===== src/design/kes_cfg.svh =====
// Register offsets and reset values of the keypad event status registers.
`ifndef KES_CFG_SVH
`define KES_CFG_SVH
`define KES_ADDR_REL_LO   8'h22
`define KES_ADDR_REL_HI   8'h23
`define KES_ADDR_LIVE_LO  8'h24
`define KES_ADDR_LIVE_HI  8'h25
`define KES_RST_FLAGS     8'h00
`define KES_RST_LIVE      16'h0000
`define KES_UNMAPPED_DATA 8'h00
`endif


===== src/design/kes_pkg.sv =====
// Types shared by the keypad event status registers.
package kes_pkg;
  typedef logic [7:0]  kes_byte_t;
  typedef logic [15:0] kes_keys_t;
endpackage


===== src/design/kes_flag_byte.sv =====
// One byte of sticky release flags, cleared by a read of its register.
`timescale 1ns/1ps
`default_nettype none
module kes_flag_byte #(
  parameter int W = 8
) (
  // Clock and reset
  input  wire logic         clk_in,
  input  wire logic         rstn_in,
  // Events and read clear
  input  wire logic [W-1:0] set_in,
  input  wire logic         rd_clr_in,
  // Flag state
  output var  logic [W-1:0] flags_out
);
  logic [W-1:0] flags_ff;
  logic [W-1:0] nxt_flags;

  // Only the bits that the read returns are cleared, and a release in the
  // read cycle is ORed in after the clear so that it is kept for next time.
  always_comb begin
    nxt_flags = flags_ff;
    if (rd_clr_in) begin
      nxt_flags = '0; // RULE4
    end
    nxt_flags = nxt_flags | set_in; // RULE8
  end

  always_ff @(posedge clk_in or negedge rstn_in) begin
    if (!rstn_in) begin
      flags_ff <= '0; // RULE3
    end else begin
      flags_ff <= nxt_flags;
    end
  end

  assign flags_out = flags_ff;
endmodule
`default_nettype wire


===== src/design/kes_top.sv =====
// Keypad release-event and live key-state status registers.
//
// Overview of operation
// RULE1: Register 0x22 bits 7 to 0 latch a release of keys A to H in order.
// RULE2: Register 0x23 bits 7 to 0 latch a release of keys I to P in order.
// RULE3: A release flag reads zero while no release of its key is pending.
// RULE4: Reading a release register clears its set flags; writes never do.
// RULE5: Register 0x24 shows keys A to H held down as ones, key A in bit 7.
// RULE6: A live bit reads zero for a key not held and is never latched.
// RULE7: Register 0x25 shows keys I to P held down, key I in bit 7.
// RULE8: A flag sets on a pressed-to-released change and survives a read.
`timescale 1ns/1ps
`default_nettype none
`include "kes_cfg.svh"
module kes_top (
  // Clock and reset
  input  wire logic        CORE_CLK_IN,
  input  wire logic        RSTN_IN,
  // Debounced key state from the scanner, bit 15 is key A, bit 0 key P
  input  wire logic [15:0] KEY_STATE_IN,
  // Register read port from the serial control interface
  input  wire logic        REG_RD_IN,
  input  wire logic [7:0]  REG_ADDR_IN,
  // Read answer
  output var  logic [7:0]  RD_DATA_OUT,
  output var  logic        RD_VALID_OUT
);
  kes_pkg::kes_keys_t live_ff;
  kes_pkg::kes_keys_t nxt_live;
  kes_pkg::kes_keys_t rel_evt;
  kes_pkg::kes_byte_t flags_lo;
  kes_pkg::kes_byte_t flags_hi;
  kes_pkg::kes_byte_t rd_data_ff;
  kes_pkg::kes_byte_t nxt_rd_data;
  logic               rd_valid_ff;
  logic               nxt_rd_valid;
  logic               rd_lo;
  logic               rd_hi;
  logic               rd_live_lo;
  logic               rd_live_hi;

  assign rd_lo      = REG_RD_IN && (REG_ADDR_IN == `KES_ADDR_REL_LO);
  assign rd_hi      = REG_RD_IN && (REG_ADDR_IN == `KES_ADDR_REL_HI);
  assign rd_live_lo = REG_RD_IN && (REG_ADDR_IN == `KES_ADDR_LIVE_LO);
  assign rd_live_hi = REG_RD_IN && (REG_ADDR_IN == `KES_ADDR_LIVE_HI);

  // Live state tracks the key every cycle; a held bit that drops is a release.
  // The reset value of zero means no release can be seen right after reset.
  always_comb begin
    nxt_live = KEY_STATE_IN; // RULE6
    rel_evt  = live_ff & ~KEY_STATE_IN; // RULE8
  end

  always_ff @(posedge CORE_CLK_IN or negedge RSTN_IN) begin
    if (!RSTN_IN) begin
      live_ff <= `KES_RST_LIVE;
    end else begin
      live_ff <= nxt_live;
    end
  end

  kes_flag_byte #(
    .W(8)
  ) u_flags_lo (
    .clk_in   (CORE_CLK_IN),
    .rstn_in  (RSTN_IN),
    .set_in   (rel_evt[15:8]), // RULE1
    .rd_clr_in(rd_lo),
    .flags_out(flags_lo)
  );

  kes_flag_byte #(
    .W(8)
  ) u_flags_hi (
    .clk_in   (CORE_CLK_IN),
    .rstn_in  (RSTN_IN),
    .set_in   (rel_evt[7:0]), // RULE2
    .rd_clr_in(rd_hi),
    .flags_out(flags_hi)
  );

  // Read mux; unmapped offsets answer zero so a stray read has no effect.
  always_comb begin
    nxt_rd_valid = REG_RD_IN;
    nxt_rd_data  = rd_data_ff;
    if (REG_RD_IN) begin
      case (REG_ADDR_IN)
        `KES_ADDR_REL_LO:  nxt_rd_data = flags_lo; // RULE1
        `KES_ADDR_REL_HI:  nxt_rd_data = flags_hi; // RULE2
        `KES_ADDR_LIVE_LO: nxt_rd_data = live_ff[15:8]; // RULE5
        `KES_ADDR_LIVE_HI: nxt_rd_data = live_ff[7:0]; // RULE7
        default:           nxt_rd_data = `KES_UNMAPPED_DATA;
      endcase
    end
  end

  always_ff @(posedge CORE_CLK_IN or negedge RSTN_IN) begin
    if (!RSTN_IN) begin
      rd_data_ff  <= `KES_RST_FLAGS;
      rd_valid_ff <= 1'b0;
    end else begin
      rd_data_ff  <= nxt_rd_data;
      rd_valid_ff <= nxt_rd_valid;
    end
  end

  assign RD_DATA_OUT  = rd_data_ff;
  assign RD_VALID_OUT = rd_valid_ff;
endmodule
`default_nettype wire


===== config.mk =====
export PLATFORM = sky130hd
export DESIGN_NAME = kes_top
export DESIGN_NICKNAME = d
export VERILOG_FILES = /design/src/design/kes_pkg.sv /design/src/design/kes_flag_byte.sv /design/src/design/kes_top.sv
export VERILOG_INCLUDE_DIRS = /design/src /design/src/design
export SDC_FILE = /design/constraint.sdc
export NUM_CORES = 1
export LEC_CHECK = 0
export BUFFER_PORTS_ARGS = -buffer_cell sky130_fd_sc_hd__buf_2
export CAP_MARGIN = 20
export CORE_AREA = 3 3 74 76
export CTS_BUF_LIST = sky130_fd_sc_hd__clkbuf_2
export DETAILED_ROUTE_END_ITERATION = 8
export DIE_AREA = 0 0 77 79
export GPL_ROUTABILITY_DRIVEN = 0
export PLACE_DENSITY = 0.54
export SETUP_SLACK_MARGIN = 0.1
export SLEW_MARGIN = 20
export SYNTH_ARGS = -nofsm -noshare
export SYNTH_HDL_FRONTEND = slang
export SYNTH_SLANG_ARGS = --single-unit
export TNS_END_PERCENT = 20

===== constraint.sdc =====
create_clock -name CORE_CLK_IN -period 1.02 [get_ports CORE_CLK_IN]
set_input_delay 0.102 -clock CORE_CLK_IN [delete_from_list [all_inputs] [get_ports CORE_CLK_IN]]
set_output_delay 0.102 -clock CORE_CLK_IN [all_outputs]
set_load 0.005 [all_outputs]

==> metrics.txt <==
# TYPE chip_impl_metric gauge
chip_impl_info{name="run_status",value="finished with violations"} 1
chip_impl_info{name="failing_checks",value="setup timing"} 1
chip_impl_metric{name="slew-limit-headroom",unit="%"} 73.9
chip_impl_metric{name="detailed_place_hpwl",unit="µm"} 2460
chip_impl_metric{name="via_cell_ratio",unit=""} 4.72
chip_impl_info{name="critical_path.cell_chain",value="buf_2"} 1
chip_impl_metric{name="gate_count_of_the_mapped_netlist",unit=""} 126
chip_impl_metric{name="timing.max_cap.violations",unit=""} 0
chip_impl_metric{name="final.min_clock_period",unit="ns"} 1.08
chip_impl_metric{name="synth.yosys.warnings",unit=""} 0
chip_impl_metric{name="setup_total_neg_slack",unit="ns"} -0.196
chip_impl_metric{name="cts-root-to-sink-buffers",unit=""} 2
chip_impl_metric{name="drive_gt1_share",unit="%"} 29.4
chip_impl_metric{name="leftover_overflow_at_the_end_of_global_routing",unit=""} 0
chip_impl_metric{name="cts_made_buffers",unit=""} 5
chip_impl_metric{name="syn-cell-area",unit="µm²"} 1690
chip_impl_metric{name="routed_wl",unit="µm"} 3560
chip_impl_metric{name="die-width",unit="µm"} 77
chip_impl_metric{name="layout_worst_path_cycle_share",unit="%"} 106
chip_impl_metric{name="crit_required",unit="ns"} 0.92
chip_impl_metric{name="layout.area.seq",unit="µm²"} 1030
chip_impl_metric{name="first_global_vias",unit=""} 1254
chip_impl_metric{name="netlist.area_leader.share",unit="%"} 60.7
chip_impl_metric{name="finalHoldWorstSlack",unit="ns"} 0.168
chip_impl_info{name="hp-class",value="input pin to asynchronous set/reset pin"} 1
chip_impl_metric{name="core",unit="µm²"} 4790
chip_impl_metric{name="synth-seq-area-share",unit="%"} 60.7
chip_impl_info{name="cp-end-kind",value="output pin"} 1
chip_impl_metric{name="area_used_by_multi_input_combinational_logic",unit="µm²"} 536
chip_impl_metric{name="cp_num_buf_inv",unit=""} 1
chip_impl_metric{name="post_route_skew",unit="ns"} 0.0164
chip_impl_metric{name="drt-initial-drc-count",unit=""} 36
chip_impl_metric{name="ir_worst_vdd",unit="mV"} 0.515
chip_impl_metric{name="cts.clk_slew.worst_paths",unit="ns"} 0.20
chip_impl_metric{name="worst_setup_margin",unit="ns"} -0.0562
chip_impl_metric{name="drt-pass1-iter-count",unit=""} 4
chip_impl_metric{name="postSynthRegisterBits",unit=""} 41
chip_impl_metric{name="wl_per_cell",unit="µm"} 14.0
chip_impl_info{name="critPathSlowestCell",value="dfrtp_1"} 1
chip_impl_metric{name="insertedDiodeCount",unit=""} 0
chip_impl_metric{name="syn-num-nets",unit=""} 153
chip_impl_metric{name="final_net_count",unit=""} 213
chip_impl_info{name="cp_launch_type",value="flop"} 1
chip_impl_info{name="worst-setup-path-type",value="flop to output pin"} 1
chip_impl_metric{name="fill_cell_instance_count_of_the_final_layout",unit=""} 460
chip_impl_metric{name="grt_usage",unit="%"} 12.8
chip_impl_metric{name="cp.arrival",unit="ns"} 0.97
chip_impl_metric{name="maximum_number_of_pins_on_one_net_before_global_route_repair",unit=""} 42
chip_impl_info{name="rsz_0062_raised_after_global_routing",value="true"} 1
chip_impl_metric{name="critPathMaxFanout",unit=""} 2
chip_impl_metric{name="ff2ff_setup_slack",unit="ns"} 0.12
chip_impl_metric{name="rows",unit=""} 25
chip_impl_metric{name="fp.dieArea",unit="µm²"} 6080
chip_impl_metric{name="die_height",unit="µm"} 79
chip_impl_metric{name="detail_route.drc_violations",unit=""} 0
chip_impl_metric{name="syn-mean-instance-area",unit="µm²"} 13.4
chip_impl_metric{name="antenna_found_initial",unit=""} 0
chip_impl_metric{name="timing.final.max_slew_violations",unit=""} 0
chip_impl_metric{name="post-place-ws",unit="ns"} -0.128
chip_impl_info{name="path_delay_family",value="flip-flops"} 1
chip_impl_metric{name="cpPeakStageDelay",unit="ns"} 0.44
chip_impl_metric{name="ant_nets",unit=""} 0
chip_impl_metric{name="final-setup-viol-count",unit=""} 7
chip_impl_metric{name="power_density",unit="nW/µm²"} 1220
chip_impl_metric{name="ctsHtreeMaxLevel",unit=""} 2
chip_impl_metric{name="synth_cell_types",unit=""} 17
chip_impl_info{name="synth.top_cells.by_area",value="dfrtp_1 (61%), mux2i_1 (9.5%), a22o_1 (8.3%)"} 1
chip_impl_metric{name="p_leak",unit="nW"} 1.12
chip_impl_metric{name="maxClockFrequency",unit="MHz"} 929
chip_impl_info{name="synth_top_area_cell",value="dfrtp_1"} 1
chip_impl_info{name="tritoncts",value="yes"} 1
chip_impl_info{name="clock_tree.root_cell",value="clkbuf_2"} 1
chip_impl_metric{name="finalHoldViolCount",unit=""} 0
chip_impl_metric{name="slew_of_the_pin_with_the_lowest_slew_margin",unit="ns"} 0.391
chip_impl_metric{name="vias",unit=""} 1200
chip_impl_metric{name="floorplan.io_pins",unit=""} 36
chip_impl_metric{name="port_buffers",unit=""} 35
chip_impl_metric{name="tritoncts_num_sinks",unit=""} 41
chip_impl_metric{name="wire_length_of_the_first_global_routing_pass",unit="µm"} 5990
chip_impl_metric{name="postLayoutCoreUtil",unit="%"} 45.8
chip_impl_metric{name="syn_to_final_growth",unit="%"} 29.7
chip_impl_metric{name="clkLatencyLatePin",unit="ns"} 0.40
chip_impl_metric{name="starting_density",unit="%"} 35.3
## worst paths after layout
path / from / to / cells after the start
worst max-delay path: RD_DATA_OUT[5]$_DFFE_PN0P_ / RD_DATA_OUT[5] / 1
worst min-delay path: RSTN_IN / live_ff[15]$_DFF_PN0_ / 3
worst max register to register: u_flags_hi.flags_out[4]$_DFF_PN0_ / RD_DATA_OUT[4]$_DFFE_PN0P_ / 3
worst min register to register: live_ff[4]$_DFF_PN0_ / u_flags_hi.flags_out[4]$_DFF_PN0_ / 1
max in group asynchronous: RSTN_IN / u_flags_hi.flags_out[2]$_DFF_PN0_ / 3
min in group CORE_CLK_IN: REG_ADDR_IN[6] / RD_DATA_OUT[5]$_DFFE_PN0P_ / 4
## area by class of cell
type | instances | share of cell area, %
well taps | 67 | 3.82
clock inverters | 2 | 0.456
multi-input cells | 56 | 24.4
flip-flops and latches | 41 | 46.8
repair buffers | 58 | 19.1
clock buffers | 6 | 1.37
inverters | 24 | 4.11
## what timing repair did
| action | 4_1_cts | 5_1_grt |
|---|---|---|
| gates cloned | 0 | 0 |
| endpoints found under the hold margin | 74 | 0 |
| pin swaps | 0 | 1 |
| resized for setup | 0 | 1 |
| hold buffers | 18 | 0 |
| buffers inserted | 0 | 0 |
| setup endpoints to repair | 9 | 14 |
## registers in the layout, indices dropped and copies added (netlist names)
signal                cells
RD_DATA_OUT               8
RD_VALID_OUT              1
live_ff                  16
u_flags_hi.flags_out      8
u_flags_lo.flags_out      8
## stage by stage
stage | power (mW) | cells | area, µm²
2_1_floorplan | 1.85 | 126 | 1700
3_3_place_gp | 1.98 | 228 | 1970
3_5_place_dp | 1.99 | 228 | 1970
4_1_cts | 2.73 | 254 | 2190
5_1_grt | 2.84 | 254 | 2190
6_report | 2.68 | 254 | 2190
## cell usage in the layout, fill, tap and decap left out
cell type and n:
nand4b_4 1, buf_12 2, inv_1 24, nand2_2 1, and4bb_4 1, buf_4 3, dfrtp_1 41, clkinv_2 2
dlygate4sd3_1 18, a22o_1 16, o22ai_2 1, o22a_1 8, buf_2 35, nand2b_1 2, o22ai_1 7, nand4_4 1
clkbuf_2 6, and2b_2 1, nor2_8 1, mux2i_1 16
## power by group
part	switching (mW)	internal, mW
clock	0.502	0.172
sequential	0.0227	1.67
combinational	0.144	0.171
total	0.669	2.01
## Yosys cell counts
master	instances
a22o_1	16
and2b_2	1
and4bb_4	1
buf_12	1
buf_4	1
buf_6	1
clkbuf_1	2
dfrtp_1	41
inv_1	24
mux2i_1	16
nand2_2	1
nand2b_1	2
nand4_4	1
nand4b_4	1
nor2_8	1
o22a_1	8
o22ai_1	8
## per-layer routing
layer | wire (µm) | global-route usage, %
met1 | 1620 | 16.1
met2 | 1700 | 20.6
met3 | 187 | 3.97
met4 | 54 | 4.80
met5 | 0 | 0
## logic make-up after synthesis
group / Yosys count / share of synthesized area [%]
and+or+nand+nor: 8 / 6.44
buffers and inverters: 29 / 8.06
DFF: 41 / 60.7
muxes: 16 / 9.47
AOI/OAI and AO/OA: 32 / 15.4
(Power assumes the default switching activity.)
